**config.mk**
```make
export PLATFORM = sky130hd
export DESIGN_NAME = eepr_slave
export DESIGN_NICKNAME = d
export VERILOG_FILES = /design/src/rtl/eepr_pkg.sv /design/src/rtl/eepr_fifo.sv /design/src/rtl/eepr_slave.sv
export SDC_FILE = /design/constraint.sdc
export NUM_CORES = 2
export LEC_CHECK = 0
export BUFFER_PORTS_ARGS = -buffer_cell sky130_fd_sc_hd__buf_4
export CORE_MARGIN = 5
export CORE_UTILIZATION = 34
export CTS_CLUSTER_DIAMETER = 80
export CTS_CLUSTER_SIZE = 20
export DETAILED_ROUTE_END_ITERATION = 8
export PLACE_DENSITY = 0.51
export SLEW_MARGIN = 0
export SYNTH_ARGS = -nofsm -noshare
export SYNTH_HDL_FRONTEND = slang
export SYNTH_HIERARCHICAL = 1
export SYNTH_SLANG_ARGS = --single-unit
```
**constraint.sdc**
```tcl
create_clock -name ref_clk_i -period 9.7 [get_ports ref_clk_i]
set_input_delay 1.455 -clock ref_clk_i [delete_from_list [all_inputs] [get_ports ref_clk_i]]
set_output_delay 1.455 -clock ref_clk_i [all_outputs]
set_load 0.005 [all_outputs]
```
**src/rtl/eepr_pkg.sv**
```systemverilog
/*
  Constants, types and state codes for the serial EEPROM slave.
  Assumes one 250 MHz system clock; bus pins arrive asynchronous.
*/

`default_nettype none

package eepr_pkg;

  localparam int          ADDR_W        = 8;
  localparam int          DATA_W        = 8;
  localparam int          MEM_DEPTH     = 256;
  localparam int          FIFO_DEPTH    = 16;
  localparam int          PAGE_BITS     = 4;
  localparam logic [3:0]  DEV_CODE      = 4'ha;
  localparam logic [3:0]  BYTE_BITS     = 4'h8;
  localparam logic [3:0]  LAST_BIT      = 4'h7;
  localparam int          RW_BIT        = 0;
  localparam int          CS_LSB        = 1;
  localparam int          CODE_LSB      = 4;
  localparam logic [4:0]  PIN_IDLE      = 5'h03;
  localparam logic        SDA_LOW       = 1'b0;

  // ====================================================================
  // Write cycle timing
  localparam int          CLK_PERIOD_NS = 4;
  localparam int          T_WRITE_US    = 1000;
  localparam int          WR_CYCLES     = (T_WRITE_US * 1000 + CLK_PERIOD_NS - 1) / CLK_PERIOD_NS;
  localparam int          TMR_W         = 18;

  typedef struct packed {
    logic [ADDR_W-1:0] addr;
    logic [DATA_W-1:0] data;
  } eepr_wr_s;

  typedef enum logic [3:0] {
    ST_IDLE, ST_CTRL, ST_CACK, ST_ADDR, ST_AACK,
    ST_WDATA, ST_DACK, ST_RDATA, ST_RACK, ST_IGNORE
  } eepr_state_e;

endpackage

`default_nettype wire

```
**src/rtl/eepr_fifo.sv**
```systemverilog
/*
  Synchronous FIFO with valid/ready on both sides and a clear.
  Assumes one clock; clear and push never need to coexist usefully.
*/
`timescale 1ns/1ns
`default_nettype none

module eepr_fifo #(
  parameter int WIDTH = 16,
  parameter int DEPTH = 16
) (
  input  wire logic             clk_i,
  input  wire logic             rst_i,
  input  wire logic             clear_i,
  input  wire logic             s_valid_i,
  input  wire logic [WIDTH-1:0] s_data_i,
  output logic                  s_ready_o,
  output logic                  m_valid_o,
  input  wire logic             m_ready_i,
  output logic      [WIDTH-1:0] m_data_o
);
  localparam int AW = $clog2(DEPTH);

  logic [WIDTH-1:0] mem [DEPTH];
  logic [AW:0]      wp_r, wp_nxt;
  logic [AW:0]      rp_r, rp_nxt;
  logic             push;
  logic             pop;

  assign s_ready_o = (wp_r[AW] == rp_r[AW]) || (wp_r[AW-1:0] != rp_r[AW-1:0]);
  assign m_valid_o = (wp_r != rp_r);
  assign m_data_o  = mem[rp_r[AW-1:0]];
  assign push      = s_valid_i && s_ready_o;
  assign pop       = m_valid_o && m_ready_i;

  always_comb begin
    wp_nxt = wp_r;
    rp_nxt = rp_r;
    if (clear_i) begin
      wp_nxt = '0;
      rp_nxt = '0;
    end else begin
      if (push) begin
        wp_nxt = wp_r + 1'b1;
      end
      if (pop) begin
        rp_nxt = rp_r + 1'b1;
      end
    end
  end

  always_ff @(posedge clk_i or posedge rst_i) begin
    if (rst_i) begin
      wp_r <= '0;
      rp_r <= '0;
    end else begin
      wp_r <= wp_nxt;
      rp_r <= rp_nxt;
    end
  end

  always_ff @(posedge clk_i) begin
    if (push && !clear_i) begin
      mem[wp_r[AW-1:0]] <= s_data_i;
    end
  end

  property p_no_overflow;
    @(posedge clk_i) disable iff (rst_i)
      (!s_ready_o && s_valid_i && !pop && !clear_i) |=> ($stable(wp_r) && !s_ready_o);
  endproperty
  a_no_overflow: assert property (p_no_overflow) else $error("fifo wrote while full");

endmodule // eepr_fifo

`default_nettype wire

```
**src/rtl/eepr_slave.sv**
```systemverilog
/*
  Two-wire serial EEPROM slave: control byte decode, address pointer,
  write cycle with acknowledge polling, and the three read forms.
  Assumes the bus master drives SCL and START/STOP; SDA is open drain
  and the wire is resolved outside from sda_oe_o.
*/
`timescale 1ns/1ns
`default_nettype none

module eepr_slave
  import eepr_pkg::*;
#(
  parameter int WR_CYC = WR_CYCLES
) (
  input  wire logic       ref_clk_i,
  input  wire logic       rst_i,
  input  wire logic       scl_i,
  input  wire logic       sda_i,
  output logic            sda_o,
  output logic            sda_oe_o,
  input  wire logic [2:0] chip_select_pins_i,
  output logic            busy_o
);

  // ====================================================================
  // Pin synchronisers and bus condition detection
  logic [4:0]  pin_raw;
  logic [4:0]  sync1_r;
  logic [4:0]  sync2_r;
  logic        scl_d_r;
  logic        sda_d_r;
  logic        scl_q;
  logic        sda_q;
  logic [2:0]  cs_q;
  logic        scl_rise;
  logic        scl_fall;
  logic        start_det;
  logic        stop_det;

  assign pin_raw = {chip_select_pins_i, sda_i, scl_i};

  always_ff @(posedge ref_clk_i or posedge rst_i) begin
    if (rst_i) begin
      sync1_r <= PIN_IDLE;
      sync2_r <= PIN_IDLE;
      scl_d_r <= 1'b1;
      sda_d_r <= 1'b1;
    end else begin
      sync1_r <= pin_raw;
      sync2_r <= sync1_r;
      scl_d_r <= sync2_r[0];
      sda_d_r <= sync2_r[1];
    end
  end

  assign scl_q     = sync2_r[0];
  assign sda_q     = sync2_r[1];
  assign cs_q      = sync2_r[4:2];
  assign scl_rise  = scl_q && !scl_d_r;
  assign scl_fall  = !scl_q && scl_d_r;
  // SDA moving while SCL stays high marks START or STOP
  assign start_det = scl_q && scl_d_r && sda_d_r && !sda_q;
  assign stop_det  = scl_q && scl_d_r && !sda_d_r && sda_q;

  // ====================================================================
  // Array, write buffer and write cycle
  logic [DATA_W-1:0] mem [MEM_DEPTH];
  logic [DATA_W-1:0] rd_byte;
  logic              busy_r;
  logic              busy_nxt;
  logic [TMR_W-1:0]  tmr_r;
  logic [TMR_W-1:0]  tmr_nxt;
  logic              go_write;
  logic              push;
  logic              fifo_ready;
  logic              fifo_valid;
  logic              fifo_clear;
  eepr_wr_s          wr_in;
  eepr_wr_s          wr_out;

  eepr_state_e       state_r;
  eepr_state_e       state_nxt;
  logic [3:0]        cnt_r;
  logic [3:0]        cnt_nxt;
  logic [DATA_W-1:0] shreg_r;
  logic [DATA_W-1:0] shreg_nxt;
  logic [ADDR_W-1:0] addr_r;
  logic [ADDR_W-1:0] addr_nxt;
  logic              drive_r;
  logic              drive_nxt;
  logic              armed_r;
  logic              armed_nxt;
  logic              acked_r;
  logic              acked_nxt;
  logic              rx_state;
  logic              byte_end;
  logic              ctrl_ok;
  logic              load;

  assign rd_byte    = mem[addr_r];
  assign wr_in      = '{addr: addr_r, data: shreg_r};
  // A repeated START drops buffered bytes that no STOP committed
  assign fifo_clear = start_det && !busy_r;

  // Back-pressure: a full buffer refuses the byte, seen as no acknowledge
  eepr_fifo #(
    .WIDTH ($bits(eepr_wr_s)),
    .DEPTH (FIFO_DEPTH)
  ) u_wr_fifo (
    .clk_i     (ref_clk_i),
    .rst_i     (rst_i),
    .clear_i   (fifo_clear),
    .s_valid_i (push),
    .s_data_i  (wr_in),
    .s_ready_o (fifo_ready),
    .m_valid_o (fifo_valid),
    .m_ready_i (busy_r),
    .m_data_o  (wr_out)
  );

  always_ff @(posedge ref_clk_i) begin
    if (busy_r && fifo_valid) begin
      mem[wr_out.addr] <= wr_out.data;
    end
  end

  always_comb begin
    busy_nxt = busy_r;
    tmr_nxt  = tmr_r;
    if (!busy_r) begin
      if (go_write) begin
        busy_nxt = 1'b1;
        tmr_nxt  = TMR_W'(WR_CYC - 1);
      end
    end else if (tmr_r != '0) begin
      tmr_nxt = tmr_r - 1'b1;
    end else if (!fifo_valid) begin
      busy_nxt = 1'b0;
    end
  end

  always_ff @(posedge ref_clk_i or posedge rst_i) begin
    if (rst_i) begin
      busy_r <= 1'b0;
      tmr_r  <= '0;
    end else begin
      busy_r <= busy_nxt;
      tmr_r  <= tmr_nxt;
    end
  end

  // ====================================================================
  // Protocol state machine
  assign rx_state = (state_r == ST_CTRL) || (state_r == ST_ADDR) || (state_r == ST_WDATA);
  assign byte_end = rx_state && scl_fall && (cnt_r == BYTE_BITS);
  assign ctrl_ok  = (shreg_r[DATA_W-1:CODE_LSB] == DEV_CODE) &&
                    (shreg_r[CODE_LSB-1:CS_LSB] == cs_q);

  always_comb begin
    state_nxt = state_r;
    cnt_nxt   = cnt_r;
    shreg_nxt = shreg_r;
    addr_nxt  = addr_r;
    drive_nxt = drive_r;
    armed_nxt = armed_r;
    acked_nxt = acked_r;
    push      = 1'b0;
    load      = 1'b0;
    go_write  = 1'b0;
    if (start_det) begin
      state_nxt = ST_CTRL;
      cnt_nxt   = '0;
      drive_nxt = 1'b0;
      armed_nxt = 1'b0;
    end else if (stop_det) begin
      state_nxt = ST_IDLE;
      drive_nxt = 1'b0;
      armed_nxt = 1'b0;
      go_write  = armed_r;
    end else begin
      if (rx_state && scl_rise && (cnt_r != BYTE_BITS)) begin
        shreg_nxt = {shreg_r[DATA_W-2:0], sda_q};
        cnt_nxt   = cnt_r + 1'b1;
      end
      case (state_r)
        ST_CTRL: begin
          if (byte_end) begin
            if (ctrl_ok && !busy_r) begin
              state_nxt = ST_CACK;
              drive_nxt = 1'b1;
            end else begin
              state_nxt = ST_IGNORE;
            end
          end
        end
        ST_CACK: begin
          if (scl_fall) begin
            cnt_nxt = '0;
            if (shreg_r[RW_BIT]) begin
              load = 1'b1;
            end else begin
              state_nxt = ST_ADDR;
              drive_nxt = 1'b0;
            end
          end
        end
        ST_ADDR: begin
          if (byte_end) begin
            addr_nxt  = shreg_r;
            armed_nxt = 1'b1;
            drive_nxt = 1'b1;
            state_nxt = ST_AACK;
          end
        end
        ST_AACK, ST_DACK: begin
          if (scl_fall) begin
            drive_nxt = 1'b0;
            cnt_nxt   = '0;
            state_nxt = ST_WDATA;
          end
        end
        ST_WDATA: begin
          if (byte_end) begin
            push      = 1'b1;
            drive_nxt = fifo_ready;
            state_nxt = ST_DACK;
            if (fifo_ready) begin
              // Writes stay inside the current page
              addr_nxt = {addr_r[ADDR_W-1:PAGE_BITS], addr_r[PAGE_BITS-1:0] + 1'b1};
            end
          end
        end
        ST_RDATA: begin
          if (scl_fall) begin
            if (cnt_r == LAST_BIT) begin
              state_nxt = ST_RACK;
              drive_nxt = 1'b0;
            end else begin
              shreg_nxt = {shreg_r[DATA_W-2:0], 1'b0};
              drive_nxt = !shreg_r[DATA_W-2];
              cnt_nxt   = cnt_r + 1'b1;
            end
          end
        end
        ST_RACK: begin
          if (scl_rise) begin
            acked_nxt = !sda_q;
          end else if (scl_fall) begin
            if (acked_r) begin
              load = 1'b1;
            end else begin
              state_nxt = ST_IGNORE;
            end
          end
        end
        ST_IDLE, ST_IGNORE: begin
          drive_nxt = 1'b0;
        end
        default: begin
          state_nxt = ST_IDLE;
          drive_nxt = 1'b0;
        end
      endcase
      if (load) begin
        state_nxt = ST_RDATA;
        shreg_nxt = rd_byte;
        drive_nxt = !rd_byte[DATA_W-1];
        cnt_nxt   = '0;
        acked_nxt = 1'b0;
        addr_nxt  = addr_r + 1'b1;
      end
    end
  end

  always_ff @(posedge ref_clk_i or posedge rst_i) begin
    if (rst_i) begin
      state_r <= ST_IDLE;
      cnt_r   <= '0;
      shreg_r <= '0;
      addr_r  <= '0;
      drive_r <= 1'b0;
      armed_r <= 1'b0;
      acked_r <= 1'b0;
    end else begin
      state_r <= state_nxt;
      cnt_r   <= cnt_nxt;
      shreg_r <= shreg_nxt;
      addr_r  <= addr_nxt;
      drive_r <= drive_nxt;
      armed_r <= armed_nxt;
      acked_r <= acked_nxt;
    end
  end

  assign sda_o    = SDA_LOW;
  assign sda_oe_o = drive_r;
  assign busy_o   = busy_r;

  // ====================================================================
  // Checks
  property p_ctrl_ack;
    @(posedge ref_clk_i) disable iff (rst_i)
      (byte_end && state_r == ST_CTRL && ctrl_ok && !busy_r && !start_det && !stop_det)
      |=> (sda_oe_o && state_r == ST_CACK);
  endproperty
  a_ctrl_ack: assert property (p_ctrl_ack) else $error("matching control byte not acked");

  property p_busy_nack;
    @(posedge ref_clk_i) disable iff (rst_i)
      (byte_end && state_r == ST_CTRL && busy_r && !start_det && !stop_det)
      |=> (!sda_oe_o && state_r == ST_IGNORE);
  endproperty
  a_busy_nack: assert property (p_busy_nack) else $error("control byte acked while busy");

  property p_addr_load;
    @(posedge ref_clk_i) disable iff (rst_i)
      (byte_end && state_r == ST_ADDR && !start_det && !stop_det)
      |=> (addr_r == $past(shreg_r) && sda_oe_o && armed_r);
  endproperty
  a_addr_load: assert property (p_addr_load) else $error("word address not loaded");

  property p_stop_write;
    @(posedge ref_clk_i) disable iff (rst_i)
      (stop_det && armed_r && !busy_r) |=> (busy_r && tmr_r == TMR_W'(WR_CYC - 1));
  endproperty
  a_stop_write: assert property (p_stop_write) else $error("write cycle did not start");

  property p_sr_no_write;
    @(posedge ref_clk_i) disable iff (rst_i)
      (start_det && !busy_r) |=> (!armed_r && !busy_r ##1 !busy_r);
  endproperty
  a_sr_no_write: assert property (p_sr_no_write) else $error("restart began a write");

  property p_load_inc;
    @(posedge ref_clk_i) disable iff (rst_i)
      load |=> (addr_r == ADDR_W'($past(addr_r) + 1'b1) && shreg_r == $past(rd_byte)
                && sda_oe_o == !$past(rd_byte[DATA_W-1]));
  endproperty
  a_load_inc: assert property (p_load_inc) else $error("read byte or pointer wrong");

  property p_wrap;
    @(posedge ref_clk_i) disable iff (rst_i)
      (load && addr_r == '1) |=> (addr_r == '0);
  endproperty
  a_wrap: assert property (p_wrap) else $error("pointer did not wrap");

  property p_release;
    @(posedge ref_clk_i) disable iff (rst_i)
      (state_r == ST_IGNORE || state_r == ST_RACK || state_r == ST_IDLE) |-> !sda_oe_o;
  endproperty
  a_release: assert property (p_release) else $error("data line held when it must be free");

  property p_nack_end;
    @(posedge ref_clk_i) disable iff (rst_i)
      (state_r == ST_RACK && scl_fall && !acked_r && !start_det && !stop_det)
      |=> (state_r == ST_IGNORE && !sda_oe_o);
  endproperty
  a_nack_end: assert property (p_nack_end) else $error("read went on after no ack");

  property p_seq_next;
    @(posedge ref_clk_i) disable iff (rst_i)
      (state_r == ST_RACK && scl_fall && acked_r && !start_det && !stop_det)
      |=> (state_r == ST_RDATA && cnt_r == '0);
  endproperty
  a_seq_next: assert property (p_seq_next) else $error("ack did not fetch next byte");

  property p_drive_low_clk;
    @(posedge ref_clk_i) disable iff (rst_i)
      (state_r == ST_RDATA && scl_q && scl_d_r) |=> $stable(sda_oe_o);
  endproperty
  a_drive_low_clk: assert property (p_drive_low_clk) else $error("data moved with clock high");

endmodule // eepr_slave

`default_nettype wire

```
==> summary.txt <==
Timing
  • Endpoints failing setup: 0
  • Relative slew margins: 0.137
  • Final hold violations: 0
  • Setup TNS: 0 ns
  • Period Utilization, post-route: 0.585
  • Fin Clk Skew: 0.0694 ns
  • RSZ-0062 raised after global routing: false
  • Final Slew Violations: 0
  • Worst slew pin tran: 1.29 ns
  • Fin crit period: 5.68 ns
  • Peak Freq: 176 MHz

Setup path
  • R2R Path End: mem[9][1]
  • CP Launch Type: register
  • FF-to-FF path depth: 8
  • R2r startpoint: u_wr_fifo/rp_r[0]
  • Setup crit start: u_wr_fifo/rp_r[0]
  • Critical path peak fanout: 25
  • Worst setup path class: reg -> reg
  • Req. time, crit path: 10.16 ns
  • Worst path arrival time: 6.13 ns
  • R2R Setup Slk: 4.02 ns
  • CP endpoint kind: register

Logic synthesis
  • Post-synth ARST share: 0.0287
  • Mapped Area: 93,300 µm²
  • Post-synth EDFFs: 2,304
  • Synth warnings: 6
  • Synth Area per Inst: 20.4 µm²
  • Most used DFF post-synth: edfxtp_1
  • Yosys reg bits: 2,372
  • Seq/Total Area, Yosys: 0.760
  • Synthesized instance count: 4,565
  • Synth cell types: 76
  • Post-Syn Nets: 4,581

Worst hold path
  • Hold Path Depth: 0
  • Min-Delay Startpoint: sync1_r[3]
  • WHS Endpoint: sync2_r[3]
  • Hold WC Path Type: reg -> reg

Finish
  • Layout cells sized above 1: 0.215
  • Register area: 70,900 µm²
  • Syn-to-layout area delta: 9.44%
  • Layout Utilization: 0.374
  • Multi-input logic area: 21,200 µm²
  • # fillers: 24,700
  • NumNets Final: 4,593

GRT
  • Largest net degree at the start of global routing: 159
  • Met1 Usage GRT: 0.255
  • GR peak layer: met2
  • Global-route wire length before repair: 363,000 µm
  • GRT overflow: 0
  • Vias in the first global route: 45,200
  • GR Util met3: 0.0354
  • GR Util met2: 0.280
  • GRT Resource Usage Total: 0.178
  • Antenna violations before repair: 9

Drt
  • Drt total wl: 258,000 µm
  • Final ANT Viol Nets: 0
  • Via count: 45,200
  • Post-DR vias/cell: 5.49
  • TritonRoute pass-1 iters: 6
  • Initial DRC Count: 4,992
  • Drt drc: 0
  • Wire per inst: 31.3 µm

Clock tree
  • CTS root buf: clkbuf_16
  • Clock tree buffer depth: 3
  • Post-CTS sizing: 0
  • Hold_buf cts: 0
  • Setup bufs post-CTS: 0
  • Worst-Skew Late Latency: 0.83 ns
  • Number of clock sinks: 2,372
  • H-Tree Depth: 4
  • CTS buffer count: 144
  • Clk slew on worst S/H paths: 0.08 ns
  • CTS tree: yes

Run
  • Number of max-cap violations: 0

Floorplanning
  • DIE HEIGHT: 534 µm
  • Row count: 192
  • Full die area: 285,000 µm²
  • Die width: 534 µm
  • Top Ports: 10
  • CORE AREA: 273,000 µm²
  • Initial Util: 0.341

Pwr
  • PwrDens: 232 nW/µm²
  • Leak: 30.1 nW
  • Max IR drop VDD: 202 µV

Placement
  • Dpl hpwl: 155,000 µm
  • RePlAce Congestion: 0.820
  • Number of I/O port buffers: 8

Outcome
  • Status: completed
per-layer routing:
metal / vias up / wire length, µm
met1: 24600 / 112000
met3: 263 / 17300
met4: 2 / 6120
li1: 18800 / -
met2: 1573 / 122000
met5: - / 10
sequential cells by signal, indices dropped and copies added, names as in the netlist:
name            count
busy_o              1
tmr_r              18
state_r             4
scl_d_r             1
armed_r             1
u_wr_fifo/mem     256
sda_d_r             1
sda_oe_o            1
sync2_r             5
u_wr_fifo/rp_r      5
acked_r             1
addr_r              8
shreg_r             8
u_wr_fifo/wp_r      5
cnt_r               4
mem              2048
sync1_r             5
through the flow:
stage                     instances  worst slack (ns)  power (mW)  hold slack, ns  area (µm²)
final                          8234              4.02        23.7           0.360      102000
after global routing           8233              3.72        24.5           0.371      102000
after CTS                      8232              3.99        23.9           0.366      102000
after detailed placement       8020              3.98        17.6           0.336       97900
after global placement         8020              4.08        17.6           0.341       97900
after floorplan                4565             0.123        15.4           0.331       93400
power by group:
| part | switching (mW) | leakage (nW) | internal [mW] |
|---|---|---|---|
| Clock | 3.43 | 2.04 | 2.89 |
| Sequential | 0.201 | 21.7 | 11.2 |
| Combinational | 3.53 | 6.33 | 2.40 |
final cells by class:
type / count / area share
Antenna cell: 2 / 0.0000490
Clock buffer: 181 / 0.0375
Clock inverter: 31 / 0.00393
Inverter: 22 / 0.000882
Multi-Input combinational cell: 1898 / 0.207
Sequential cell: 2372 / 0.694
Tap cell: 3589 / 0.0440
Timing Repair Buffer: 139 / 0.0119
logic make-up (layout without fill, tap and decap cells):
family	Yosys count	in the layout	synth area share
flip-flops	2372	2372	0.760
buffers and inverters	295	373	0.0165
adder cells (fa/ha/maj)	9	9	0.00121
other	1	3	0.0000402
multiplexers	759	759	0.157
XOR/XNOR	21	21	0.00205
AO/OA/AOI/OAI	379	379	0.0283
AND/OR/NAND/NOR	729	729	0.0351
placed cells by master, fill, tap and decap left out, types with 9 or more instances in the layout:
master and n:
clkbuf_1 33, or2_2 23, a2111oi_0 9, ha_1 9, nand4_1 26, nand3_1 46, mux2_2 24, a21oi_1 44
o211ai_1 35, nor3_1 29, edfxtp_1 2304, nand2b_1 9, dfrtp_1 52, mux2i_1 172, mux4_2 563, a22oi_1 21
inv_1 17, clkbuf_16 148, nand2_1 152, buf_4 125, nor2b_1 41, xnor2_1 9, xor2_1 11, a211o_1 16
a31oi_1 18, nor2_1 333, o21ai_0 57, a311oi_1 9, a211oi_1 43, buf_12 14, o22ai_1 65
synth_stat cells, types with 3 or more instances:
master	count	area share
inv_1	18	0.00072
clkinv_1	4	0.00016
xor2_1	11	0.0010
dfrtp_1	62	0.017
a21o_1	3	0.00024
a31oi_1	25	0.0017
o2111ai_1	6	0.00056
nor4b_1	3	0.00028
nand3_1	55	0.0029
buf_4	50	0.0040
mux2_2	24	0.0029
nor2_1	334	0.013
o211ai_1	35	0.0028
o21ai_0	57	0.0031
a311oi_1	9	0.00084
nor4_1	13	0.00087
and2_1	8	0.00054
a2111oi_0	11	0.0010
or4_1	3	0.00024
a211oi_2	6	0.00080
or3_1	6	0.00040
mux2i_1	172	0.018
a211o_1	16	0.0015
edfxtp_1	2304	0.74
a22oi_1	21	0.0017
ha_1	9	0.0012
a21oi_1	45	0.0024
o22ai_1	66	0.0044
o221ai_1	5	0.00047
clkbuf_1	113	0.0045
nand2b_1	9	0.00060
mux4_2	563	0.14
nand2_1	152	0.0061
nand4_1	26	0.0017
nor3_1	37	0.0020
a211oi_1	43	0.0035
buf_6	18	0.0022
buf_1	16	0.00064
nand3b_1	8	0.00064
dfstp_2	6	0.0017
xnor2_1	9	0.00084
nor2b_1	42	0.0028
or2_2	23	0.0015
buf_2	75	0.0040
worst max-delay path: stages (launching register included):
cell,delay (ns)
dfrtp_4,0.70
buf_4,0.54
mux4_2,0.33
nor2b_1,0.16
a211oi_1,0.07
a31oi_1,0.87
nor2b_1,0.65
nand3_2,0.98
nor2_1,0.95
worst max-delay path by stage:
stage	to	slack (ns)
after detailed placement	mem[9][2]	3.98
after floorplan	mem[0][4]	0.12
final	mem[9][1]	4.02
after CTS	mem[110][7]	3.99
after global placement	mem[110][4]	4.08
after global routing	mem[9][4]	3.72
No activity file was read; power rests on OpenSTA's default activity.
